===== config.mk =====
export PLATFORM = sky130hd
export DESIGN_NAME = tbo_regs
export DESIGN_NICKNAME = d
export VERILOG_FILES = /design/src/design/tbo_pkg.sv /design/src/design/tbo_regs.sv
export VERILOG_INCLUDE_DIRS = /design/src /design/src/design
export SDC_FILE = /design/constraint.sdc
export NUM_CORES = 1
export LEC_CHECK = 0
export BUFFER_PORTS_ARGS = -buffer_cell sky130_fd_sc_hd__buf_2
export CAP_MARGIN = 20
export CORE_MARGIN = 2
export CORE_UTILIZATION = 60
export CTS_BUF_LIST = sky130_fd_sc_hd__clkbuf_16
export CTS_CLUSTER_SIZE = 8
export DETAILED_ROUTE_END_ITERATION = 10
export GPL_TIMING_DRIVEN = 0
export PLACE_DENSITY = 0.79
export SLEW_MARGIN = 20
export SYNTH_ARGS = -nofsm -noshare
export SYNTH_HDL_FRONTEND = slang
export SYNTH_SLANG_ARGS = --single-unit

===== constraint.sdc =====
create_clock -name clock_i -period 3.9 [get_ports clock_i]
set_clock_uncertainty 0.05 [all_clocks]
set_input_delay 0.78 -clock clock_i [delete_from_list [all_inputs] [get_ports clock_i]]
set_output_delay 0.78 -clock clock_i [all_outputs]
set_load 0.1 [all_outputs]

===== src/design/tbo_reg_map.svh =====
/*
 * Register offsets, field positions, reset values and frame constants
 * for the 10Base-T operations and extended control two registers.
 * Assumes inclusion by bare name from the design file, the checker, the station model and the bench.
 */
`ifndef TBO_REG_MAP_SVH
`define TBO_REG_MAP_SVH

// ****************************************
// Register addresses (clause 22, 5 bits)
// ****************************************
`define TBO_ADDR_TENBASE_OPS   5'h12
`define TBO_ADDR_EXT_CTRL_TWO  5'h13

// ****************************************
// Tenbase operations field positions
// ****************************************
`define TBO_OPS_REMOTE_JABBER  15
`define TBO_OPS_POL_REVERSED   14
`define TBO_OPS_JABBER_INH     5
`define TBO_OPS_AUTO_POL_INH   3
`define TBO_OPS_SQE_INH        2
`define TBO_OPS_LINK_LOSS_INH  1
`define TBO_OPS_SQUELCH_INH    0
`define TBO_OPS_RESET          16'h0010
`define TBO_OPS_WR_MASK        16'h3FFF

// ****************************************
// Extended control two field positions
// ****************************************
`define TBO_EXT_NODE_REP       15
`define TBO_EXT_HW_SW          14
`define TBO_EXT_REMOTE_FAULT   13
`define TBO_EXT_XOVER_EN       9
`define TBO_EXT_XOVER_SEL      8
`define TBO_EXT_TRISTATE       7
`define TBO_EXT_AUTO_PWRDN     0
`define TBO_EXT_RESET          16'h4201
`define TBO_EXT_WR_MASK        16'h1BFF

// ****************************************
// Management frame constants
// ****************************************
`define TBO_PHY_ADDR_DEF       5'h01
`define TBO_OP_READ            2'h2
`define TBO_OP_WRITE           2'h1
`define TBO_SQE_TIME_NS        1000
`define TBO_CLK_NS             10
`define TBO_SQE_CYCLES         (`TBO_SQE_TIME_NS / `TBO_CLK_NS)

`endif


===== src/design/tbo_pkg.sv =====
/*
 * Types for the management register pair.
 * Assumes nothing beyond the constants header.
 */
package tbo_pkg;

    // ****************************************
    // Serial management frame states
    // ****************************************
    typedef enum logic [2:0] {
        TBO_IDLE,
        TBO_HEAD,
        TBO_TURN,
        TBO_READ,
        TBO_WRITE
    } tbo_frame_e;

endpackage : tbo_pkg


===== src/design/tbo_regs.sv =====
/*
 * Serial management slave holding the 10Base-T operations register and
 * extended control register two, with the control outputs they steer.
 * Assumes mdc and mdio pins are asynchronous and are sampled here; mdc is
 * slow compared with clock_i; the phy address strap is stable after reset.
 */
`timescale 1ns/100ps
// Notes on behaviour
// Polarity bit shows swapped receive pair
// Reversal never stops reception or functions
// Jabber inhibit disables transmit jabber check
// Auto polarity inhibit blocks pair correction
// Polarity correction works with crossover disabled
// SQE inhibit bit gates SQE generation
// SQE pulses collision after transmit ends
// SQE suppressed in full duplex, repeater
// SQE inhibit stored value never auto-changed
// Link loss inhibit forces link passed
// Squelch inhibit picks link establish condition
// Controller writes reserved bits with defaults
// Node repeater bit reads zero, node only
// Node mode: SQE on, carrier both ways
// Hardware software bit reads one always
// Remote fault bit mirrors partner fault
// Crossover enable and select register bits
// Crossover pairs from bits and pin
// Tristate bit floats transmit pair outputs
// Auto power down enable bit, default one
// Power down only in 10Base-T mode
// Access through clause 22 frames
`include "tbo_reg_map.svh"

module tbo_regs
    import tbo_pkg::*;
(
    // Clock and reset
    input  wire logic        clock_i,
    input  wire logic        rst_n_i,
    // Serial management pins
    input  wire logic        mdc_i,
    input  wire logic        mdio_i,
    output logic             mdio_o,
    output logic             mdio_oe_o,
    input  wire logic [4:0]  phy_addr_i,
    // Status from line logic
    input  wire logic        pol_reversed_i,
    input  wire logic        remote_jabber_i,
    input  wire logic        remote_fault_i,
    input  wire logic        auto_crossover_enable_i,
    input  wire logic        auto_cross_choice_i,
    input  wire logic        full_duplex_i,
    input  wire logic        speed_10_i,
    input  wire logic        tx_en_i,
    input  wire logic        rx_active_i,
    // Controls to line logic
    output logic             jabber_check_en_o,
    output logic             auto_pol_en_o,
    output logic             link_force_pass_o,
    output logic             squelch_inhibit_o,
    output logic             pair_cross_o,
    output logic             pair_output_tristate_o,
    output logic             tx100_power_down_o,
    output logic             sqe_col_o,
    output logic             carrier_sense_o
);

    // ****************************************
    // Synchronisers and frame state
    // ****************************************
    logic [1:0]  mdc_sync_ff;                 // Mdc two-stage sync
    logic [1:0]  mdio_sync_ff;                // Mdio two-stage sync
    logic [1:0]  tx_sync_ff;                  // Transmit enable sync
    logic [1:0]  xpin_sync_ff;                // Crossover enable pin sync
    logic [4:0]  sts_sync_ff [0:1];           // Status bits sync
    logic        mdc_last_ff;                 // Previous synced mdc
    logic [4:0]  addr_ff;                     // Strap caught after reset
    logic        strap_done_ff;               // Strap capture done
    tbo_frame_e  state_ff, nxt_state;         // Frame state
    logic [5:0]  cnt_ff, nxt_cnt;             // Bit counter
    logic [13:0] head_ff, nxt_head;           // Start, op, addresses
    logic [15:0] shift_ff, nxt_shift;         // Data shifter
    logic        mdio_q_ff, nxt_mdio_q;       // Mdio out
    logic        mdio_oe_ff, nxt_mdio_oe;     // Mdio enable
    logic [15:0] ops_ff, nxt_ops;             // Tenbase operations
    logic [15:0] ext_ff, nxt_ext;             // Extended control two
    logic        rj_ff, nxt_rj;               // Remote jabber latch
    logic        pr_ff, nxt_pr;               // Polarity latch
    logic        tx_last_ff;                  // Previous transmit enable
    logic [7:0]  sqe_cnt_ff, nxt_sqe_cnt;     // SQE pulse timer
    logic [15:0] ctl_ff, nxt_ctl;             // Registered outputs
    logic        rise, fall, mine;

    // Readback value of one register address
    function automatic logic [15:0] tbo_read(input logic [4:0] a, input logic [15:0] ops,
                                             input logic [15:0] ext, input logic rj, input logic pr,
                                             input logic rf);
        logic [15:0] v;
        v = 16'h0000;
        if (a == `TBO_ADDR_TENBASE_OPS) begin
            v = ops;
            v[`TBO_OPS_REMOTE_JABBER] = rj;
            v[`TBO_OPS_POL_REVERSED] = pr;
        end else if (a == `TBO_ADDR_EXT_CTRL_TWO) begin
            v = ext;
            v[`TBO_EXT_NODE_REP] = 1'b0;
            v[`TBO_EXT_HW_SW] = 1'b1;
            v[`TBO_EXT_REMOTE_FAULT] = rf;
        end
        return v;
    endfunction : tbo_read

    // ****************************************
    // Pin synchronisers
    // ****************************************
    // Two flops on mdc, mdio, transmit enable, crossover pin and status inputs; speed and auto choice enter unsynced
    always_ff @(posedge clock_i) begin
        mdc_sync_ff  <= {mdc_sync_ff[0], mdc_i};
        mdio_sync_ff <= {mdio_sync_ff[0], mdio_i};
        tx_sync_ff   <= {tx_sync_ff[0], tx_en_i};
        xpin_sync_ff <= {xpin_sync_ff[0], auto_crossover_enable_i};
        sts_sync_ff[0] <= {pol_reversed_i, remote_jabber_i, remote_fault_i, full_duplex_i, rx_active_i};
        sts_sync_ff[1] <= sts_sync_ff[0];
    end

    assign rise = mdc_sync_ff[1] & ~mdc_last_ff;
    assign fall = ~mdc_sync_ff[1] & mdc_last_ff;
    assign mine = (head_ff[9:5] == addr_ff);

    // ****************************************
    // Frame and register next state
    // ****************************************
    // Clause 22 frame decode, register writes, latches
    always_comb begin
        nxt_state = state_ff;
        nxt_cnt = cnt_ff;
        nxt_head = head_ff;
        nxt_shift = shift_ff;
        nxt_mdio_q = mdio_q_ff;
        nxt_mdio_oe = mdio_oe_ff;
        nxt_ops = ops_ff;
        nxt_ext = ext_ff;
        nxt_rj = rj_ff;
        nxt_pr = pr_ff;
        case (state_ff)
            TBO_IDLE: begin
                // Preamble ones, then a zero opens start field
                if (rise && !mdio_sync_ff[1]) begin
                    nxt_head = 14'h0000;
                    nxt_cnt = 6'h01;
                    nxt_state = TBO_HEAD;
                end
            end
            TBO_HEAD: begin
                if (rise) begin
                    nxt_head = {head_ff[12:0], mdio_sync_ff[1]};
                    nxt_cnt = cnt_ff + 6'h01;
                    if (cnt_ff == 6'h0D) begin
                        nxt_cnt = 6'h00;
                        nxt_state = TBO_TURN;
                    end
                end
            end
            TBO_TURN: begin
                // Start must be 01; op picks direction
                if (head_ff[13:12] != 2'h1 || !mine) begin
                    nxt_state = TBO_IDLE;
                end else if (head_ff[11:10] == `TBO_OP_READ) begin
                    nxt_shift = tbo_read(head_ff[4:0], ops_ff, ext_ff, rj_ff, pr_ff, sts_sync_ff[1][2]);
                    if (rise) begin
                        nxt_mdio_oe = 1'b1;
                        nxt_mdio_q = 1'b0;
                        nxt_state = TBO_READ;
                    end
                end else if (head_ff[11:10] == `TBO_OP_WRITE) begin
                    if (rise) begin
                        nxt_cnt = cnt_ff + 6'h01;
                        if (cnt_ff == 6'h01) begin
                            nxt_cnt = 6'h00;
                            nxt_state = TBO_WRITE;
                        end
                    end
                end else begin
                    nxt_state = TBO_IDLE;
                end
            end
            TBO_READ: begin
                // Second turnaround bit low, then data msb first on falling mdc
                if (fall) begin
                    if (cnt_ff == 6'h11) begin
                        nxt_mdio_oe = 1'b0;
                        nxt_state = TBO_IDLE;
                        if (head_ff[4:0] == `TBO_ADDR_TENBASE_OPS) begin
                            nxt_rj = 1'b0;
                            nxt_pr = 1'b0;
                        end
                    end else begin
                        // First fall keeps the turnaround zero on the pin
                        if (cnt_ff != 6'h00) begin
                            nxt_mdio_q = shift_ff[15];
                            nxt_shift = {shift_ff[14:0], 1'b0};
                        end
                        nxt_cnt = cnt_ff + 6'h01;
                    end
                end
            end
            TBO_WRITE: begin
                if (rise) begin
                    nxt_shift = {shift_ff[14:0], mdio_sync_ff[1]};
                    nxt_cnt = cnt_ff + 6'h01;
                    if (cnt_ff == 6'h0F) begin
                        nxt_state = TBO_IDLE;
                        // Reserved bits stored as written, except extended control two bit 10, which keeps its value  R12
                        if (head_ff[4:0] == `TBO_ADDR_TENBASE_OPS) begin
                            nxt_ops = ({shift_ff[14:0], mdio_sync_ff[1]} & `TBO_OPS_WR_MASK);
                        end else if (head_ff[4:0] == `TBO_ADDR_EXT_CTRL_TWO) begin
                            nxt_ext = ({shift_ff[14:0], mdio_sync_ff[1]} & `TBO_EXT_WR_MASK)
                                    | (ext_ff & ~`TBO_EXT_WR_MASK);
                        end
                    end
                end
            end
            default: begin
                nxt_state = TBO_IDLE;
            end
        endcase
        // Latching high status; event beats the read clear  R1
        if (sts_sync_ff[1][4]) begin
            nxt_pr = 1'b1;
        end
        if (sts_sync_ff[1][3]) begin
            nxt_rj = 1'b1;
        end
    end

    // ****************************************
    // Line controls next state
    // ****************************************
    // SQE timer and derived control levels
    always_comb begin
        nxt_sqe_cnt = sqe_cnt_ff;
        // Node only, so only duplex suppresses SQE  R8
        if (tx_last_ff && !tx_sync_ff[1] && !ops_ff[`TBO_OPS_SQE_INH] && !sts_sync_ff[1][1]) begin
            nxt_sqe_cnt = 8'(`TBO_SQE_CYCLES);
        end else if (sqe_cnt_ff != 8'h00) begin
            nxt_sqe_cnt = sqe_cnt_ff - 8'h01;
        end
        nxt_ctl = 16'h0000;
        nxt_ctl[0] = ~ops_ff[`TBO_OPS_JABBER_INH];
        nxt_ctl[1] = ~ops_ff[`TBO_OPS_AUTO_POL_INH];
        nxt_ctl[2] = ops_ff[`TBO_OPS_LINK_LOSS_INH];
        nxt_ctl[3] = ops_ff[`TBO_OPS_SQUELCH_INH];
        // Manual pairs, pin low straight, else auto  R18
        if (!ext_ff[`TBO_EXT_XOVER_EN]) begin
            nxt_ctl[4] = ext_ff[`TBO_EXT_XOVER_SEL];
        end else if (!xpin_sync_ff[1]) begin
            nxt_ctl[4] = 1'b0;
        end else begin
            nxt_ctl[4] = auto_cross_choice_i;
        end
        nxt_ctl[5] = ext_ff[`TBO_EXT_TRISTATE];
        nxt_ctl[6] = ext_ff[`TBO_EXT_AUTO_PWRDN] & speed_10_i;
        nxt_ctl[7] = (sqe_cnt_ff != 8'h00);
        nxt_ctl[8] = tx_sync_ff[1] | sts_sync_ff[1][0];
    end

    // ****************************************
    // State registers
    // ****************************************
    // Reset loads defaults; strap caught after release
    always_ff @(posedge clock_i) begin
        if (!rst_n_i) begin
            state_ff <= TBO_IDLE;
            cnt_ff <= 6'h00;
            head_ff <= 14'h0000;
            shift_ff <= 16'h0000;
            mdio_q_ff <= 1'b0;
            mdio_oe_ff <= 1'b0;
            ops_ff <= `TBO_OPS_RESET;
            ext_ff <= `TBO_EXT_RESET;
            rj_ff <= 1'b0;
            pr_ff <= 1'b0;
            mdc_last_ff <= 1'b0;
            tx_last_ff <= 1'b0;
            sqe_cnt_ff <= 8'h00;
            ctl_ff <= 16'h0000;
            strap_done_ff <= 1'b0;
            addr_ff <= `TBO_PHY_ADDR_DEF;
        end else begin
            state_ff <= nxt_state;
            cnt_ff <= nxt_cnt;
            head_ff <= nxt_head;
            shift_ff <= nxt_shift;
            mdio_q_ff <= nxt_mdio_q;
            mdio_oe_ff <= nxt_mdio_oe;
            ops_ff <= nxt_ops;
            ext_ff <= nxt_ext;
            rj_ff <= nxt_rj;
            pr_ff <= nxt_pr;
            mdc_last_ff <= mdc_sync_ff[1];
            tx_last_ff <= tx_sync_ff[1];
            sqe_cnt_ff <= nxt_sqe_cnt;
            ctl_ff <= nxt_ctl;
            strap_done_ff <= 1'b1;
            if (!strap_done_ff) begin
                addr_ff <= phy_addr_i;
            end
        end
    end

    // ****************************************
    // Outputs, all from flops
    // ****************************************
    // Polarity status never gates any control  R2
    assign mdio_o = mdio_q_ff;
    assign mdio_oe_o = mdio_oe_ff;
    assign jabber_check_en_o = ctl_ff[0];
    assign auto_pol_en_o = ctl_ff[1];
    assign link_force_pass_o = ctl_ff[2];
    assign squelch_inhibit_o = ctl_ff[3];
    assign pair_cross_o = ctl_ff[4];
    assign pair_output_tristate_o = ctl_ff[5];
    assign tx100_power_down_o = ctl_ff[6];
    assign sqe_col_o = ctl_ff[7];
    assign carrier_sense_o = ctl_ff[8];

endmodule : tbo_regs


==> impl_metrics.csv <==
group,metric,value,unit
status,status,"finished, final reports clean",
critical_path,reg2reg_to,"shift_ff[15]",
final_layout,regArea,0.002242,mm2
sta,tightestPinTransition,0.7359,ns
critical_path,crit_arrival,2.56,ns
synthesis,ys_warn_count,0,
final_layout,drive_above_1_share,13.67,%
final_layout,nFillCells,612,
floorplanning,io_pins,29,
detailed_routing,ant_nets,0,
clock_tree,clk_root_buffer_cell,"clkbuf_16",
critical_path,ff2ff_path_depth,8,
critical_path,start_kind,"flop",
worst_hold_path,hold_path_depth,0,
power_and_ir_drop,vdd_drop_max,0.4481,mV
global_route,grt_start_max_net_pins,22,
clock_tree,cts.clk_slew.worst_paths,0.08,ns
floorplanning,die_w,92.50,um
critical_path,path_cells,"inv_1 > ha_1 > mux2_2 > nand2_1 > a32o_1 > clkbuf_1 > nor3_1 > a211oi_1",
critical_path,worstPathMaxFanout,10,
worst_hold_path,min_path_type,"flop to flop",
power_and_ir_drop,power.density,536.8,mW/mm2
place,placed_cell_area,0.004967,mm2
sta,setup-violations-final,0,
final_layout,syn2layout_area_growth,12.51,%
synthesis,synth_top_cell_area_share,47.71,%
detailed_routing,firstDrtPassIters,5,
sta,slew_viol_final,0,
sta,hold_viol,0,
synthesis,ys_seq_elements,112,
critical_path,critical_path_cell_count,8,
final_layout,antenna-diode-count,0,
clock_tree,cts.sinks,112,
detailed_routing,drc,0,
critical_path,critPathTopFamily,"compound AO/OA/AOI/OAI gates",
synthesis,async_flop_share,0,%
floorplanning,initial_core_util,61.45,%
clock_tree,cts_tree,"done",
detailed_routing,wl,10.52,mm
clock_tree,cts_hold_buf,0,
place,port_buffers,28,
detailed_routing,vias,3873,
floorplanning,die_h,92.50,um
synthesis,ys_types,64,
final_layout,final_cell_mix,"dfxtp_1 (112), nor2_1 (51), mux2i_1 (42)",
floorplanning,rows,32,
critical_path,r2r_setup_slack,1.55,ns
critical_path,worst_setup_path_end_kind,"flop",
place,gp_congestion,0.8872,
clock_tree,htree_num_levels,3,
sta,clock.fmax,0.4248,GHz
global_route,grt_overflow_total,0,
clock_tree,clockBufferDepth,2,
detailed_routing,wl_per_cell,15.99,um
critical_path,cp_slowest_cell,"dfxtp_1",
sta,slew_headroom,50.64,%
final_layout,multi_input_area,0.002258,mm2
clock_tree,ctsResizeCount,0,
critical_path,cpPeakStageDelay,0.43,ns
run,drv_cap,0,
final_layout,stdcell_area,0.005288,mm2
sta,rsz0062_at_grt,"false",
clock_tree,post_cts_buffers,0,
sta,period_minus_slack,2.354,ns
detailed_routing,viasPerCell,5.886,
power_and_ir_drop,p_leak,2.017,nW
synthesis,syn_area,0.004700,mm2
critical_path,crit_type,"flop to flop",
critical_path,crit_path_end,"shift_ff[15]",
critical_path,startpoint,"cnt_ff[0]",
global_route,grt_first_pass_wirelength,17.51,mm
sta,period_share,60.37,%
synthesis,synth_edf_count,0,
final_layout,layout.nets,573,
synthesis,synth_nets,534,
critical_path,path_buf_inv,2,
clock_tree,numCtsBuffers,9,
synthesis,avgSynthCellArea,9.179,um2
global_route,grt_pass1_vias,3666,
synthesis,ys_seq_area_share,47.71,%
synthesis,synth_top_area_cell,"dfxtp_1",
floorplanning,fp.coreArea,0.007647,mm2
clock_tree,worstSkewPairLatency,0.35,ns
floorplanning,die_area,0.008556,mm2
synthesis,synth_flop_cell,"dfxtp_1",
place,hpwl,7.154,mm
global_route,grt_use_total,25.63,%
synthesis,synth_cells,512,
critical_path,reg2reg_from,"cnt_ff[0]",
detailed_routing,drt_iter0_drc,228,
final_layout,final_common_cell,"dfxtp_1",
synthesis,synth_area_leaders,"dfxtp_1 (48%), mux2i_1 (8.9%), a21oi_1 (4.3%), nor2_1 (4.1%), nor3_1 (3.9%)",
sta,fin_tns_setup,0,ns
global_route,antenna_found_initial,0,
critical_path,critical_path_required,4.11,ns
[metrics by stage]
| stage | total power (W) | utilization (%) | setup WS, ns | instances | hold WS [ns] |
|---|---|---|---|---|---|
| 6_report | 0.002838 | 69.14 | 1.546 | 658 | 0.2800 |
| 5_1_grt | 0.002971 | 69.14 | 1.344 | 658 | 0.2915 |
| 4_1_cts | 0.002849 | 69.14 | 1.577 | 658 | 0.2823 |
| 3_5_place_dp | 0.001885 | 64.95 | 1.213 | 642 | 0.2650 |
| 3_3_place_gp | 0.001868 | 64.95 | 1.217 | 642 | 0.2612 |
| 2_1_floorplan | 0.001757 | - | 1.947 | 512 | 0.2596 |
[where the power goes]
| part | internal [W] | switching (W) |
|---|---|---|
| registers | 0.00121 | 0.0000623 |
| logic | 0.000217 | 0.000376 |
| clock network | 0.000519 | 0.000450 |
| total | 0.00195 | 0.000888 |
[worst register-to-register path, cell delays in order, from the launching register on]
cell and delay, ns:
dfxtp_1 0.43, inv_1 0.10, ha_1 0.21, mux2_2 0.26, nand2_1 0.13, a32o_1 0.36
clkbuf_1 0.40, nor3_1 0.10, a211oi_1 0.23
[synth_stat cells, drive strengths merged (3+ instances only)]
library cell,n
buf,14
mux2i,42
inv,7
a31o,3
o22ai,4
nor2b,4
clkbuf,21
a211oi,18
nor3,38
dfxtp,112
and3,3
a21oi,40
or2,4
nand4,5
nor2,51
and2,7
nand2,40
ha,4
nand2b,6
nand3,29
xnor2,8
a22oi,4
or3b,4
o21ai,3
[state kept, by name, indices dropped and copies added, names as in the netlist, 2 cells and up]
name and count:
mdio_sync_ff 2, mdc_sync_ff 2, tx_sync_ff 2, addr_ff 5
head_ff 14, sts_sync_ff 10, shift_ff 16, state_ff 3
sqe_cnt_ff 8, xpin_sync_ff 2, ext_ff 12, ctl_ff 9
cnt_ff 6, ops_ff 14
[routing by layer]
metal	share of wire (%)	up-vias	track usage (%)
li1	-	1901	-
met1	47	1843	34.38
met2	47	115	41.85
met3	5.5	14	6.021
met4	1.3	0	6.592
met5	0	-	0
[layout make-up]
| cell class | count | share of cell area, % |
|---|---|---|
| Multi-Input combinational cell | 358 | 42.71 |
| Clock inverter | 7 | 1.798 |
| Inverter | 7 | 0.4969 |
| Tap cell | 102 | 2.414 |
| Sequential cell | 112 | 42.40 |
| Timing Repair Buffer | 28 | 2.650 |
| Buffer | 35 | 3.266 |
| Clock buffer | 9 | 4.259 |
[how the worst min path moves through the flow]
stage	from	endpoint
floorplan	mdc_sync_ff[0]	mdc_sync_ff[1]
global placement	mdc_sync_ff[0]	mdc_sync_ff[1]
detailed placement	sts_sync_ff[0][2]	sts_sync_ff[0][7]
CTS	sts_sync_ff[0][1]	sts_sync_ff[0][6]
global route	mdc_sync_ff[0]	mdc_sync_ff[1]
finish	mdc_sync_ff[0]	mdc_sync_ff[1]
[cell families after synthesis]
| kind of cell | count (synthesis) | synth area share, % |
|---|---|---|
| AO/OA/AOI/OAI | 93 | 13.31 |
| buffers and inverters | 42 | 4.233 |
| AND/OR/NAND/NOR | 207 | 22.39 |
| flip-flops | 112 | 47.71 |
| XOR/XNOR | 10 | 1.864 |
| multiplexers | 44 | 9.425 |
| adder cells (fa/ha/maj) | 4 | 1.065 |
(Power assumes the default switching activity.)
